`src/rssd_pkg.sv`:
```
package rssd_pkg;

  // ----------------------------------------
  // widths
  // ----------------------------------------
  localparam int DATA_W    = 8;
  localparam int ADDR_W    = 8;
  localparam int REG_ADR_W = 4;

  // ----------------------------------------
  // register map
  // ----------------------------------------
  localparam logic [REG_ADR_W-1:0] REG_WORK_OFS  = 4'h0;
  localparam logic [REG_ADR_W-1:0] REG_FLAGS_OFS = 4'h4;
  localparam logic [DATA_W-1:0]    WORK_RST      = 8'h00;
  localparam logic [DATA_W-1:0]    ONE_BYTE      = 8'h01;

  // ----------------------------------------
  // operations
  // ----------------------------------------
  typedef enum logic [2:0] {
    rotate_right_thru_carry_to_work,
    subtract_with_borrow_to_work,
    subtract_with_borrow_imm_to_work,
    subtract_with_borrow_to_memory,
    decrement_skip_if_null,
    decrement_to_work_skip_if_null
  } op_t;

  // flag register layout, bit 5 down to bit 0; upper bits read zero
  typedef struct packed {
    logic signed_range_flag;
    logic zero_flag;
    logic half_carry_flag;
    logic carry_flag;
    logic extra_flag_one;
    logic extra_flag_two;
  } flags_t;

  localparam int     FLAGS_W   = $bits(flags_t);
  localparam flags_t FLAGS_RST = '0;

  typedef struct packed {
    op_t               op;
    logic [ADDR_W-1:0] addr;
    logic [DATA_W-1:0] literal;
  } request_t;

  typedef enum logic [1:0] {
    ST_IDLE,
    ST_FETCH,
    ST_EXEC,
    ST_DUMMY
  } step_t;

endpackage : rssd_pkg

```
`src/rotate_subtract_skip_datapath.sv`:
```
// Chosen here: the placing of the registers and strobed register access.
`timescale 1ns/1ps
// Contract
// - rotate: work[i] gets memory[i+1], work[7] old carry, carry gets memory bit 0.
// - rotate through carry leaves the memory byte untouched; only work and carry change.
// - memory-operand subtract: work minus memory minus inverted carry, result to work.
// - immediate subtract: work minus literal minus inverted carry, result to work.
// - subtract to memory: result written to memory byte, work register unchanged.
// - subtracts clear carry on negative result, set it on zero or positive.
// - subtracts update range, zero, half-carry, carry and both extra flags.
// - decrement skip: memory byte minus one written back, skip next when zero.
// - taken skip inserts one dummy cycle, so the instruction takes three cycles instead of two.
// - nonzero decrement result continues with next instruction, no skip.
// - decrement to work: memory minus one into work, memory kept, skip when zero.
module rotate_subtract_skip_datapath (
  input  wire logic                                clock_i,
  input  wire logic                                rst_i,
  input  wire logic                                req_valid_i,
  input  wire rssd_pkg::request_t                  req_i,
  output logic                                     ready_o,
  output logic                                     done_o,
  output logic                                     skip_o,
  output logic                                     mem_rd_o,
  output logic [rssd_pkg::ADDR_W-1:0]              mem_addr_o,
  input  wire logic [rssd_pkg::DATA_W-1:0]         mem_rd_data_i,
  output logic                                     mem_wr_o,
  output logic [rssd_pkg::DATA_W-1:0]              mem_wr_data_o,
  input  wire logic [rssd_pkg::REG_ADR_W-1:0]      reg_addr_i,
  input  wire logic [rssd_pkg::DATA_W-1:0]         reg_wdata_i,
  input  wire logic                                reg_wr_i,
  input  wire logic                                reg_rd_i,
  output logic [rssd_pkg::DATA_W-1:0]              reg_rdata_o,
  output logic [rssd_pkg::DATA_W-1:0]              work_o,
  output rssd_pkg::flags_t                         flags_o
);
  import rssd_pkg::*;

  // ----------------------------------------
  // state
  // ----------------------------------------
  typedef struct packed {
    step_t             step;
    request_t          req;
    logic [DATA_W-1:0] work;
    flags_t            flags;
    logic              done;
    logic              skip;
    logic              mem_rd;
    logic              mem_wr;
    logic [DATA_W-1:0] mem_wr_data;
    logic [DATA_W-1:0] rdata;
  } core_t;

  core_t state_ff;
  core_t nxt_state;

  // ----------------------------------------
  // arithmetic helpers
  // ----------------------------------------
  function automatic logic is_subtract(input op_t op);
    return (op == subtract_with_borrow_to_work) || (op == subtract_with_borrow_imm_to_work) ||
           (op == subtract_with_borrow_to_memory);
  endfunction : is_subtract

  function automatic logic is_decrement(input op_t op);
    return (op == decrement_skip_if_null) || (op == decrement_to_work_skip_if_null);
  endfunction : is_decrement

  logic [DATA_W-1:0] sub_operand;
  logic [DATA_W:0]   sub_sum;
  logic [4:0]        nib_sum;
  logic [DATA_W-1:0] sub_result;
  logic [DATA_W-1:0] dec_result;
  logic              sub_ovf;
  flags_t            sub_flags;

  // subtract as work + ~operand + carry: carry out high means no borrow
  always_comb begin
    sub_operand = (state_ff.req.op == subtract_with_borrow_imm_to_work) ? state_ff.req.literal
                                                                         : mem_rd_data_i;
    sub_sum     = {1'b0, state_ff.work} + {1'b0, ~sub_operand} + {8'h00, state_ff.flags.carry_flag};
    nib_sum     = {1'b0, state_ff.work[3:0]} + {1'b0, ~sub_operand[3:0]}
                  + {4'h0, state_ff.flags.carry_flag};
    sub_result  = sub_sum[DATA_W-1:0];
    sub_ovf     = (state_ff.work[DATA_W-1] != sub_operand[DATA_W-1]) &&
                  (sub_result[DATA_W-1] != state_ff.work[DATA_W-1]);
    sub_flags.signed_range_flag = sub_ovf;
    sub_flags.zero_flag         = (sub_result == 8'h00);
    sub_flags.half_carry_flag   = nib_sum[4];
    sub_flags.carry_flag        = sub_sum[DATA_W];
    // signed less-than, and a zero that chains across multi-byte subtracts
    sub_flags.extra_flag_one    = sub_result[DATA_W-1] ^ sub_ovf;
    sub_flags.extra_flag_two    = (sub_result == 8'h00) && state_ff.flags.extra_flag_two;
    dec_result  = mem_rd_data_i - ONE_BYTE;
  end

  // ----------------------------------------
  // next state
  // ----------------------------------------
  always_comb begin
    nxt_state        = state_ff;
    nxt_state.done   = 1'b0;
    nxt_state.skip   = 1'b0;
    nxt_state.mem_rd = 1'b0;
    nxt_state.mem_wr = 1'b0;
    nxt_state.rdata  = 8'h00;

    // software access; an executing instruction overrides a same-cycle write, except work during decrement_skip_if_null and non-carry flags during a rotate
    if (reg_wr_i) begin
      if (reg_addr_i == REG_WORK_OFS) begin
        nxt_state.work = reg_wdata_i;
      end else if (reg_addr_i == REG_FLAGS_OFS) begin
        nxt_state.flags = reg_wdata_i[FLAGS_W-1:0];
      end
    end
    if (reg_rd_i) begin
      if (reg_addr_i == REG_WORK_OFS) begin
        nxt_state.rdata = state_ff.work;
      end else if (reg_addr_i == REG_FLAGS_OFS) begin
        nxt_state.rdata = {2'b00, state_ff.flags};
      end
    end

    case (state_ff.step)
      ST_IDLE: begin
        if (req_valid_i) begin
          nxt_state.req    = req_i;
          nxt_state.mem_rd = 1'b1;
          nxt_state.step   = ST_FETCH;
        end
      end
      ST_FETCH: begin
        // memory answers one cycle after the read strobe
        nxt_state.step = ST_EXEC;
      end
      ST_EXEC: begin
        nxt_state.done = 1'b1;
        nxt_state.step = ST_IDLE;
        case (state_ff.req.op)
          rotate_right_thru_carry_to_work: begin
            nxt_state.work                = {state_ff.flags.carry_flag, mem_rd_data_i[DATA_W-1:1]};
            nxt_state.flags.carry_flag    = mem_rd_data_i[0];
          end
          subtract_with_borrow_to_work,
          subtract_with_borrow_imm_to_work: begin
            nxt_state.work  = sub_result;
            nxt_state.flags = sub_flags;
          end
          subtract_with_borrow_to_memory: begin
            nxt_state.mem_wr      = 1'b1;
            nxt_state.mem_wr_data = sub_result;
            nxt_state.work        = state_ff.work;
            nxt_state.flags       = sub_flags;
          end
          decrement_skip_if_null: begin
            nxt_state.mem_wr      = 1'b1;
            nxt_state.mem_wr_data = dec_result;
            nxt_state.flags       = state_ff.flags;
            nxt_state.skip        = (dec_result == 8'h00);
            nxt_state.step        = (dec_result == 8'h00) ? ST_DUMMY : ST_IDLE;
          end
          decrement_to_work_skip_if_null: begin
            nxt_state.work  = dec_result;
            nxt_state.flags = state_ff.flags;
            nxt_state.skip  = (dec_result == 8'h00);
            nxt_state.step  = (dec_result == 8'h00) ? ST_DUMMY : ST_IDLE;
          end
          default: begin
            nxt_state.done = 1'b1;
          end
        endcase
      end
      ST_DUMMY: begin
        // dummy slot while the skipped instruction is fetched and dropped
        nxt_state.step = ST_IDLE;
      end
      default: begin
        nxt_state.step = ST_IDLE;
      end
    endcase
  end

  always_ff @(posedge clock_i or posedge rst_i) begin
    if (rst_i) begin
      state_ff <= '{step: ST_IDLE, req: '0, work: WORK_RST, flags: FLAGS_RST, done: 1'b0, skip: 1'b0,
                    mem_rd: 1'b0, mem_wr: 1'b0, mem_wr_data: 8'h00, rdata: 8'h00};
    end else begin
      state_ff <= nxt_state;
    end
  end

  // ----------------------------------------
  // outputs
  // ----------------------------------------
  assign ready_o       = (state_ff.step == ST_IDLE);
  assign done_o        = state_ff.done;
  assign skip_o        = state_ff.skip;
  assign mem_rd_o      = state_ff.mem_rd;
  assign mem_addr_o    = state_ff.req.addr;
  assign mem_wr_o      = state_ff.mem_wr;
  assign mem_wr_data_o = state_ff.mem_wr_data;
  assign reg_rdata_o   = state_ff.rdata;
  assign work_o        = state_ff.work;
  assign flags_o       = state_ff.flags;

  // a same-cycle register write loses to the result, except for the fields named at the software access; left out so the checks stay simple
  logic exec_now;
  assign exec_now = (state_ff.step == ST_EXEC) && !reg_wr_i;
endmodule : rotate_subtract_skip_datapath

```
`config.mk`:
```
export PLATFORM = sky130hd
export DESIGN_NAME = rotate_subtract_skip_datapath
export DESIGN_NICKNAME = d
export VERILOG_FILES = /design/src/rssd_pkg.sv /design/src/rotate_subtract_skip_datapath.sv
export SDC_FILE = /design/constraint.sdc
export NUM_CORES = 1
export LEC_CHECK = 0
export BUFFER_PORTS_ARGS = -buffer_cell sky130_fd_sc_hd__buf_4
export CAP_MARGIN = 20
export CORE_MARGIN = 1
export CORE_UTILIZATION = 50
export DETAILED_ROUTE_END_ITERATION = 12
export GPL_TIMING_DRIVEN = 0
export PLACE_DENSITY = 0.83
export SLEW_MARGIN = 20
export SYNTH_ARGS = -nofsm -noshare
export SYNTH_HDL_FRONTEND = slang
export SYNTH_SLANG_ARGS = --single-unit
```
`constraint.sdc`:
```
create_clock -name clock_i -period 6.75 [get_ports clock_i]
set_input_delay 0.675 -clock clock_i [delete_from_list [all_inputs] [get_ports clock_i]]
set_output_delay 0.675 -clock clock_i [all_outputs]
set_load 0.02 [all_outputs]
```
==> run metrics, run 1 <==
CP max FO 10; Final min period 4.811 ns; register clock-pin slew on the reported worst setup and hold paths 0.10 ns; worst setup path start state_ff[51]; area leader, netlist dfrtp_1; slowest CP cell fa_1; Peak VDD IR 0.2364 mV; RD Place Congestion 0.9196; # clock sinks 55; total power 1.743 mW; Syn Area/Cell 9.612 um^2; ranking of synthesized cells by area dfrtp_1 (39%), buf_4 (8.1%), mux2_2 (6.0%); Synthesized Nets 424; most frequent cell after synthesis dfrtp_1; Post-CTS Hold Buffers 0; die width 86.11 um; Leakage Power 1.972 nW; gate count of the mapped netlist 368; H-tree depth 2; ys async rst share 100.0%; Worst Skew 0.008423 ns; post-DR vias/cell 5.660; FF-to-FF Start state_ff[51]; First-pass DRT Iterations 6; Maximum Capacitance Violations 0; Final Cycle Share 71.27%; IO Port Bufs 84; CP dominant cell by count fa_1; Final ANT Viol Nets 0; post-DP HPWL 7347 um; I/O pin total 87; Skew-Pair Late Insertion Delay 0.32 ns; most frequent cells after synthesis dfrtp_1 (55), buf_4 (38), nor2_1 (25); Worst-Margin Slew 0.7679 ns; DR DRC count 0; number of synthesized flops with an enable pin 0; Congestion Overflow GR 0; Worst Setup Path Type reg2reg; worst hold slack 0.4571 ns; Worst EP arrival 5.02 ns; cell area after synthesis 3537 um^2; slowest cell delay on critical path 0.62 ns; crit-path cells buf_1 > inv_1 > nor3_1 > clkbuf_1 > o21ai_0 > fa_1 > nand2b_1 > a21oi_1 > o31a_1 > o21a_1 > nor2_1 > fa_1 > and3_1 > nand4_1 > o41ai_1; status complete, no violations; synth unique cells 61; Power Density 395.0 nW/um^2; Fmax achieved 0.2079 GHz; # rows 30; Main synth FF type dfrtp_1; full die area 7415 um^2; Chip Height 86.11 um; RSZ-0062 raised after global routing false; cts bufs inserted 5; Starting Density 51.78%; largest net degree at the start of global routing 56; Hold Fails Final Rpt 0; Max Buffers Root-to-Sink 2; Req. time, crit path 6.96 ns; drt wl/cell 16.90 um; Max transition margin 48.67%; initial antenna violation count 0; GRT Resource Usage Total 26.47%; via count 3147; #FFs+latches synth 55; Yosys warnings 0; Slew Limit Fails 0; layout cells sized above 1 36.09%; Final setup viols 0; CTS tree built; HP Class in2async; Critical Path Sink Type flop; Finished Core Util 64.58%; final net count 515; share of the synthesized area in the top cell type 38.91%; Area Overhead vs Synth 24.73%; # diodes 0; sequential area share after synthesis 38.91%; post_cts resized 0; vias in the first global route 3030; r2r setup slk 1.94 ns; first-pass GRT wire length 15190 um; Total Neg Setup Slack 0 ns; Post-Route WL 9398 um; Setup Fix Bufs, Post-CTS 0; clk root buf clkbuf_8; Core ar. 6832 um^2; Iter 0 DRT Violations 154; startpoint types flop
## cell type report
cell class,count,area [um^2]
clock inverters,2,38.79
plain buffers,54,356.6
flip-flops and latches,55,1376
fillers,606,2420
repair buffers,84,630.6
clock buffers,6,82.58
multi-input cells,242,1740
well taps,96,120.1
inverters,17,66.31
## placed cells by master, fill, tap and decap left out, drive strengths merged, types with 3 or more instances in the layout
cell,synthesis,routed
xor2,3,3
a22oi,6,6
a211oi,4,4
o21a,11,11
fa,3,3
o21ai,12,12
ha,9,9
nor3,12,12
a21oi,24,24
mux2,19,19
a31oi,3,3
nand3,4,4
nor2b,10,10
o221ai,8,8
nor2,25,25
buf,44,128
mux2i,5,5
o22ai,7,7
or3,7,7
and2,3,3
inv,17,18
and3,4,4
dfrtp,55,55
clkbuf,10,16
or4,3,3
nand2,17,17
nand2b,6,6
xnor2,7,7
## registers in the layout, indices dropped and copies added (netlist names)
signal,flops
mem_wr_data_o,8
state_ff,13
skip_o,1
flags_o,6
mem_wr_o,1
done_o,1
work_o,8
mem_addr_o,8
mem_rd_o,1
reg_rdata_o,8
## metal layers
layer / vias to the layer above / part of all wire (%) / GRT usage, % / wire [um]
li1: 1473 / - / - / -
met1: 1510 / 43 / 36.59 / 4057
met2: 137 / 47 / 41.34 / 4389
met3: 27 / 6.6 / 3.754 / 621
met4: 0 / 3.5 / 11.97 / 330
met5: - / 0 / 0 / 0
## final timing paths
kind,endpoint,cells past startpoint
max,flags_o[0],15
max in group asynchronous,mem_wr_data_o[4],2
max reg2reg,flags_o[0],15
min in group clock_i,state_ff[54],1
min reg2reg,state_ff[54],1
min,state_ff[54],2
## kinds of logic after synthesis
logic type               share of synthesized area (%)
AND/OR/NAND/NOR                                  15.25
AO/OA/AOI/OAI                                    19.14
buffers and inverters                            11.89
flip-flops                                       38.91
multiplexers                                     7.464
adder cells (fa/ha/maj)                          4.882
XOR/XNOR                                         2.476
## critical path: cells and delay by family, from the launching register on
kind	cells	cell delay, ns
flops	1	0.39
buf+inv	3	1.05
compound gates	5	1.18
fa+ha+maj	2	1.12
simple gates	5	0.94
## metrics by stage
stage / area, um^2 / std cells / setup WS [ns]
detailed placement: 4290 / 548 / 2.129
finish: 4412 / 556 / 1.939
CTS: 4412 / 556 / 2.082
global placement: 4288 / 548 / 2.273
floorplan: 3537 / 368 / 3.065
global route: 4412 / 556 / 1.671
## power by group
group / leakage [nW] / switching (mW) / internal, mW
clock: 0.0618 / 0.114 / 0.122
combinational: 1.24 / 0.532 / 0.456
sequential: 0.665 / 0.0892 / 0.429
total: 1.97 / 0.735 / 1.01
(Power assumes the default switching activity.)
==> run 2: changes to the inputs <==
--- a/config.mk
+++ b/config.mk
@@ -5,13 +5,14 @@
 export SDC_FILE = /design/constraint.sdc
 export NUM_CORES = 1
 export LEC_CHECK = 0
+export ABC_AREA = 1
 export BUFFER_PORTS_ARGS = -buffer_cell sky130_fd_sc_hd__buf_4
 export CAP_MARGIN = 20
 export CORE_MARGIN = 1
 export CORE_UTILIZATION = 50
 export DETAILED_ROUTE_END_ITERATION = 12
 export GPL_TIMING_DRIVEN = 0
-export PLACE_DENSITY = 0.83
+export PLACE_DENSITY = 0.82
 export SLEW_MARGIN = 20
 export SYNTH_ARGS = -nofsm -noshare
 export SYNTH_HDL_FRONTEND = slang
==> constraint.sdc (replaced) <==
create_clock -name clock_i -period 4.85 [get_ports clock_i]
set_input_delay 0.485 -clock clock_i [delete_from_list [all_inputs] [get_ports clock_i]]
set_output_delay 0.485 -clock clock_i [all_outputs]
set_load 0.02 [all_outputs]
==> run 2 against run 1 <==
Against the previous run:
- count of clock-buffer cells in the layout fell by 1
- cell count rose by 23%
- synthesized cell count rose by 34%
- clock skew rose by 0.0046 ns
- area after synthesis rose by 0.99%
- clock power rose by 40%
- non-clock buffer count fell by 8
- critical path type unchanged
- largest cell class unchanged
- highest routed layer unchanged
==> run metrics, run 2 <==
status complete, no violations (unchanged); # clock sinks 55 (unchanged); Synthesized Nets 549 (was 424); Critical Path Sink Type flop (unchanged); RD Place Congestion 0.9426 (was 0.9196); most frequent cells in the layout nand2_1 (156), buf_4 (124), dfrtp_1 (55) (was buf_4 (122), dfrtp_1 (55), nor2_1 (25)); Slew Limit Fails 0 (unchanged); cts bufs inserted 5 (unchanged); Chip Height 86.53 um (was 86.11 um); CP max FO 10 (unchanged); Fmax achieved 0.2662 GHz (was 0.2079 GHz); Final min period 3.756 ns (was 4.811 ns); first-pass GRT wire length 15580 um (was 15190 um); Max transition margin 55.48% (was 48.67%); clk root buf clkbuf_8 (unchanged); Congestion Overflow GR 0 (unchanged); post_cts resized 0 (unchanged); Yosys warnings 0 (unchanged); H-tree depth 2 (unchanged); Clock power frac 11.0% (was 13.6%); Syn Area/Cell 7.246 um^2 (was 9.612 um^2); largest reg by FF count state_ff (unchanged); switching power 1.450 mW (was 0.7351 mW); DR DRC count 0 (unchanged); sequential area share after synthesis 38.53% (was 38.91%); FF-to-FF Start state_ff[52] (was state_ff[51]); area leader, netlist dfrtp_1 (unchanged); HP Class in2async (unchanged); Final ANT Viol Nets 0 (unchanged); number of synthesized flops with an enable pin 0 (unchanged); Hold Fails Final Rpt 0 (unchanged); synth unique cells 37 (was 61); switching share of power 48.22% (was 42.18%); Maximum Capacitance Violations 0 (unchanged); Final setup viols 0 (unchanged); worst setup path start state_ff[52] (was state_ff[51]); Area Overhead vs Synth 24.97% (was 24.73%); Total Neg Setup Slack 0 ns (unchanged); RR Endpoint flags_o[4] (was flags_o[0]); r2r setup slk 1.09 ns (was 1.94 ns); largest net degree at the start of global routing 56 (unchanged); most frequent cells after synthesis nand2_1 (156), dfrtp_1 (55), inv_1 (50) (was dfrtp_1 (55), buf_4 (38), nor2_1 (25)); crit-path cells inv_2 > nand3_1 > clkbuf_1 > o21ai_0 > ha_1 > nand2_1 > inv_1 > nand3_1 > nand3_1 > nand2_1 > nand2_1 > a21oi_1 > fa_1 > nand3_1 > nor2_1 > nand3_1 > nor2_1 > nand3_1 > nand2_1 > nand2_1 > nand2_1 (was buf_1 > inv_1 > nor3_1 > clkbuf_1 > o21ai_0 > fa_1 > nand2b_1 > a21oi_1 > o31a_1 > o21a_1 > nor2_1 > fa_1 > and3_1 > nand4_1 > o41ai_1); post-DP HPWL 7606 um (was 7347 um); Worst EP arrival 4.03 ns (was 5.02 ns); Worst R2R Path Depth 21 (was 15); most frequent cell after synthesis nand2_1 (was dfrtp_1); I/O pin total 87 (unchanged); Worst Skew 0.01305 ns (was 0.008423 ns); full die area 7487 um^2 (was 7415 um^2); max FFs per register 13 (unchanged); Finished Core Util 65.35% (was 64.58%); Req. time, crit path 5.12 ns (was 6.96 ns); drt wl/cell 13.75 um (was 16.90 um); #FFs+latches synth 55 (unchanged); Top delay family on crit path simple AND/OR/NAND/NOR gates (was compound AO/OA/AOI/OAI gates); Worst-Margin Slew 0.6679 ns (was 0.7679 ns); Power Density 673.7 nW/um^2 (was 395.0 nW/um^2); internal power 1.557 mW (was 1.007 mW); ys async rst share 100.0% (unchanged); Peak VDD IR 0.3230 mV (was 0.2364 mV); register clock-pin slew on the reported worst setup and hold paths 0.12 ns (was 0.10 ns); initial antenna violation count 0 (unchanged); Skew-Pair Late Insertion Delay 0.32 ns (about the same); Leakage Power 2.390 nW (was 1.972 nW); Seq pwr share 26.9% (was 29.7%); Core ar. 6832 um^2 (unchanged); Combinational Power Share 62.1% (was 56.7%); gate count of the mapped netlist 493 (was 368); slowest cell delay on critical path 0.54 ns (was 0.62 ns); cell area after synthesis 3572 um^2 (was 3537 um^2); via count 3443 (was 3147); Main synth FF type dfrtp_1 (unchanged); Final Cycle Share 77.45% (was 71.27%); WP buf/inv 3 (unchanged); Post-CTS Hold Buffers 0 (unchanged); ranking of synthesized cells by area dfrtp_1 (39%), nand2_1 (16%), buf_4 (8.0%) (was dfrtp_1 (39%), buf_4 (8.1%), mux2_2 (6.0%)); IO Port Bufs 86 (was 84); Post-Route WL 9394 um (was 9398 um); Starting Density 52.29% (was 51.78%); share of the synthesized area in the top cell type 38.53% (was 38.91%); # diodes 0 (unchanged); RSZ-0062 raised after global routing false (unchanged); vias in the first global route 3313 (was 3030); Setup Fix Bufs, Post-CTS 0 (unchanged); layout cells sized above 1 26.58% (was 36.09%); post-DR vias/cell 5.041 (was 5.660); # rows 30 (unchanged); final net count 642 (was 515); commonest non-fill, non-tap cell in the layout nand2_1 (was buf_4); First-pass DRT Iterations 7 (was 6); Iter 0 DRT Violations 188 (was 154); die width 86.53 um (was 86.11 um); Worst Setup Path Type reg2reg (unchanged); GRT Resource Usage Total 27.06% (was 26.47%); startpoint types flop (unchanged); Max Buffers Root-to-Sink 2 (unchanged); slowest CP cell fa_1 (unchanged); CTS tree built (unchanged)
==> run 2: changes by cell type after synthesis, moves of 10 or more <==
cell and delta:
nand3_1 +20, a21oi_1 +13, mux2_2 -19, nor2b_1 -10, o21ai_0 +20, inv_1 +34
o21a_1 -10, nand2_1 +139, nor2_1 +13
==> run 2: worst max path at each step <==
stage,endpoint,slack [ns],cells past startpoint
after floorplan,flags_o[4],1.81,20
after global placement,flags_o[0],1.21,19
after detailed placement,flags_o[4],1.17,21
after CTS,flags_o[4],1.13,21
after global routing,flags_o[0],0.79,19
final,flags_o[4],1.09,21
==> run 2: cells by family after synthesis <==
logic type,synth area share (%)
flip-flops,38.53
buffers and inverters,14.78
AO/OA/AOI/OAI,12.19
AND/OR/NAND/NOR,28.16
XOR/XNOR,1.226
adder cells (fa/ha/maj),4.834
multiplexers,0.2802
==> run 2: layer usage <==
layer / part of all wire, % / wire length [um] / track usage (%) / up-vias
li1: - / - / - / 1721
met1: 45 / 4256 / 36.58 / 1582
met2: 48 / 4488 / 45.74 / 122
met3: 5.0 / 471 / 3.238 / 18
met4: 1.9 / 177 / 8.030 / 0
met5: 0 / 0 / 0 / -
==> run 2: metrics by stage <==
step / hold slack (ns) / instance area (um^2) / power, mW / std cells / setup slack [ns]
6_report: 0.2671 / 4464 / 3.007 / 683 / 1.094
5_1_grt: 0.3224 / 4464 / 3.259 / 683 / 0.7869
4_1_cts: 0.2937 / 4464 / 3.003 / 683 / 1.133
3_5_place_dp: 0.4672 / 4340 / 2.669 / 675 / 1.173
3_3_place_gp: 0.4588 / 4338 / 2.634 / 675 / 1.207
2_1_floorplan: 0.4436 / 3572 / 2.083 / 493 / 1.807
==> run 2: area by class of cell <==
cell class	instances	area [um^2]
well taps	96	120.1
multi-input cells	338	1668
fillers	650	2367
flip-flops and latches	55	1376
plain buffers	44	317.8
clock inverters	3	55.05
repair buffers	86	645.6
inverters	56	212.7
clock buffers	5	68.82
==> run 2: power groups by stage <==
stage	combinational (mW)	clock, mW	sequential, mW
2_1_floorplan	1.31	0	0.772
3_3_place_gp	1.82	0	0.810
3_5_place_dp	1.85	0	0.815
4_1_cts	1.86	0.332	0.807
5_1_grt	2.08	0.348	0.833
6_report	1.87	0.331	0.809
==> run 3: changes to the inputs <==
--- a/config.mk
+++ b/config.mk
@@ -5,14 +5,14 @@
 export SDC_FILE = /design/constraint.sdc
 export NUM_CORES = 1
 export LEC_CHECK = 0
-export ABC_AREA = 1
+export ABC_AREA = 0
 export BUFFER_PORTS_ARGS = -buffer_cell sky130_fd_sc_hd__buf_4
 export CAP_MARGIN = 20
 export CORE_MARGIN = 1
-export CORE_UTILIZATION = 50
+export CORE_UTILIZATION = 49
 export DETAILED_ROUTE_END_ITERATION = 12
 export GPL_TIMING_DRIVEN = 0
-export PLACE_DENSITY = 0.82
+export PLACE_DENSITY = 0.84
 export SLEW_MARGIN = 20
 export SYNTH_ARGS = -nofsm -noshare
 export SYNTH_HDL_FRONTEND = slang
==> constraint.sdc (replaced) <==
create_clock -name clock_i -period 3.45 [get_ports clock_i]
set_input_delay 0.345 -clock clock_i [delete_from_list [all_inputs] [get_ports clock_i]]
set_output_delay 0.345 -clock clock_i [all_outputs]
set_load 0.02 [all_outputs]
==> run 3 against run 2 <==
Against the previous run:
- the flow now finishes with violations (negative setup slack)
- hold slack got worse by 0.13 ns
- first-iteration DRC count grew 19%
- sequential power rose by 30%
- design area grew 3.3%
- sequential cell count unchanged
- worst setup slack worse by 1.2 ns
- cell count fell by 17%
- sequential share of layout area shrank 0.92 points
- core utilization up 1.8 points
- critical path type unchanged
- largest cell class unchanged
- largest power group unchanged
==> run metrics, run 3 (synthesis gave the netlist of run 1 again) <==
commonest non-fill, non-tap cell in the layout buf_4 (was nand2_1); Max transition margin 45.92% (was 55.48%); Req. time, crit path 3.67 ns (was 5.12 ns); # rows 30 (unchanged); register clock-pin slew on the reported worst setup and hold paths 0.10 ns (was 0.12 ns); RD Place Congestion 0.9378 (was 0.9426); Post-CTS Hold Buffers 0 (unchanged); Starting Density 51.49% (was 52.29%); CP max FO 7 (was 10); full die area 7562 um^2 (was 7487 um^2); HP Class in2async (unchanged); Post-Route WL 9898 um (was 9394 um); Slew Limit Fails 0 (unchanged); PnR worst setup slack -0.07050 ns (was 1.094 ns); status complete, but fails checks (was complete, no violations); die width 86.96 um (was 86.53 um); most frequent cells in the layout buf_4 (132), dfrtp_1 (53), nor2_1 (24) (was nand2_1 (156), buf_4 (124), dfrtp_1 (55)); first-pass GRT wire length 15750 um (was 15580 um); largest net degree at the start of global routing 56 (unchanged); Area Overhead vs Synth 30.35% (was 24.97%); clk root buf clkbuf_8 (unchanged); Total Neg Setup Slack -0.1087 ns (was 0 ns); layout cells sized above 1 42.43% (was 26.58%); Peak VDD IR 0.6040 mV (was 0.3230 mV); design area 4611 um^2 (was 4464 um^2); max FFs per register 13 (unchanged); via count 3197 (was 3443); worst setup path start state_ff[51] (was state_ff[52]); Final setup viols 2 (was 0); First-pass DRT Iterations 4 (was 7); post-DR vias/cell 5.658 (was 5.041); final net count 524 (was 642); Max Buffers Root-to-Sink 2 (unchanged); vias in the first global route 3167 (was 3313); Fill cells 566 (was 650); Final ANT Viol Nets 0 (unchanged); Maximum Capacitance Violations 0 (unchanged); IO Port Bufs 84 (was 86); RSZ-0062 raised after global routing true (was false); failing checks negative setup slack; GRT Resource Usage Total 27.35% (was 27.06%); drt wl/cell 17.52 um (was 13.75 um); Congestion Overflow GR 0 (unchanged); Core ar. 6869 um^2 (was 6832 um^2); Chip Height 86.96 um (was 86.53 um); post-DP HPWL 7491 um (was 7606 um); startpoint types flop (unchanged); largest reg by FF count state_ff (unchanged); Iter 0 DRT Violations 223 (was 188); CTS tree built (unchanged); I/O pin total 87 (unchanged); placed cell areas 4293 um^2 (was 4340 um^2); # diodes 0 (unchanged); Fmax achieved 0.2841 GHz (was 0.2662 GHz); # clock sinks 55 (unchanged); Power Density 782.0 nW/um^2 (was 673.7 nW/um^2); Leakage Power 2.040 nW (was 2.390 nW); initial antenna violation count 0 (unchanged); combined area of the multi-input logic cells 1861 um^2 (was 1668 um^2); H-tree depth 2 (unchanged); DR DRC count 0 (unchanged); Hold Fails Final Rpt 0 (unchanged); Critical Path Sink Type flop (unchanged); Worst Setup Path Type reg2reg (unchanged); Worst-Margin Slew 0.8091 ns (was 0.6679 ns); register area 1379 um^2 (was 1376 um^2); FF-to-FF Start state_ff[51] (was state_ff[52]); Final min period 3.521 ns (was 3.756 ns); Worst EP arrival 3.74 ns (was 4.03 ns); cts bufs inserted 5 (unchanged); Skew-Pair Late Insertion Delay 0.31 ns (was 0.32 ns); Final Cycle Share 102.0% (was 77.45%); Worst Skew 0.01157 ns (was 0.01305 ns)
[run 3: cell types whose count changed in the layout (fill, tap and decap cells not counted), moves of 7 or more]
cell      change
nand3_1      -20
nand2_1     -140
nor3_1        +7
nor2b_1      +10
inv_1        -35
o221ai_1      +8
o21a_1       +10
mux2_2       +19
or3_1         +7
a21oi_1      -15
buf_4         +8
nor2_1       -14
o21ai_0      -23
[run 3: stage by stage]
step	setup slack [ns]	power [mW]	hold slack, ns	util (%)	std cells
finish	-0.07050	3.606	0.1340	67.12	565
global route	-0.2065	3.818	0.1828	67.12	565
CTS	0.0003892	3.480	0.1534	66.38	563
detailed placement	-0.5816	2.929	0.4853	62.50	548
global placement	-0.6328	2.879	0.4598	62.46	548
floorplan	0.05948	2.310	0.4455	-	368
[run 3: what timing repair did]
action | in CTS | in global routing
setup buffers | 9 | 2
pin swaps | 12 | 14
resized for setup | 28 | 8
setup endpoints to repair | 9 | 5
endpoints found under the hold margin | 0 | 0
[run 3: per-layer routing]
metal | up-vias | share of wire [%] | track usage [%]
li1 | 1493 | - | -
met1 | 1538 | 44 | 35.32
met2 | 138 | 48 | 45.88
met3 | 28 | 5.3 | 3.886
met4 | 0 | 2.9 | 11.67
met5 | - | 0 | 0
[run 3: final cells by class]
cell class | count | area share, %
plain buffers | 52 | 7.978
clock buffers | 7 | 1.872
clock inverters | 1 | 0.1900
inverters | 17 | 1.547
multi-input cells | 242 | 40.35
flip-flops and latches | 55 | 29.90
well taps | 96 | 2.605
repair buffers | 95 | 15.55
[run 3: worst paths after layout]
check                          endpoint  slack (ns)  cells after the start
max in group asynchronous  state_ff[50]        2.85                      2
min                        state_ff[54]        0.13                      2
max                          flags_o[0]       -0.07                     16
min in group clock_i       state_ff[50]        0.22                      3
min reg2reg                state_ff[54]        0.50                      1
max reg2reg                  flags_o[0]       -0.07                     16
[run 3: critical path: stages, from the launching register on]
cell and delay (ns):
dfrtp_1 0.40, buf_6 0.13, inv_6 0.03, nor3_4 0.20, buf_8 0.17, buf_4 0.16
mux2i_4 0.24, ha_1 0.19, inv_1 0.08, nor2_1 0.10, o31a_1 0.17, o21a_1 0.14
nor2_2 0.05, fa_2 0.59, and3_4 0.19, nand4_1 0.19, o41ai_2 0.38
[run 3: power by group]
part	switching, mW	internal, mW
Combinational	1.11	1.07
Clock	0.215	0.165
Sequential	0.205	0.841
Total	1.53	2.08
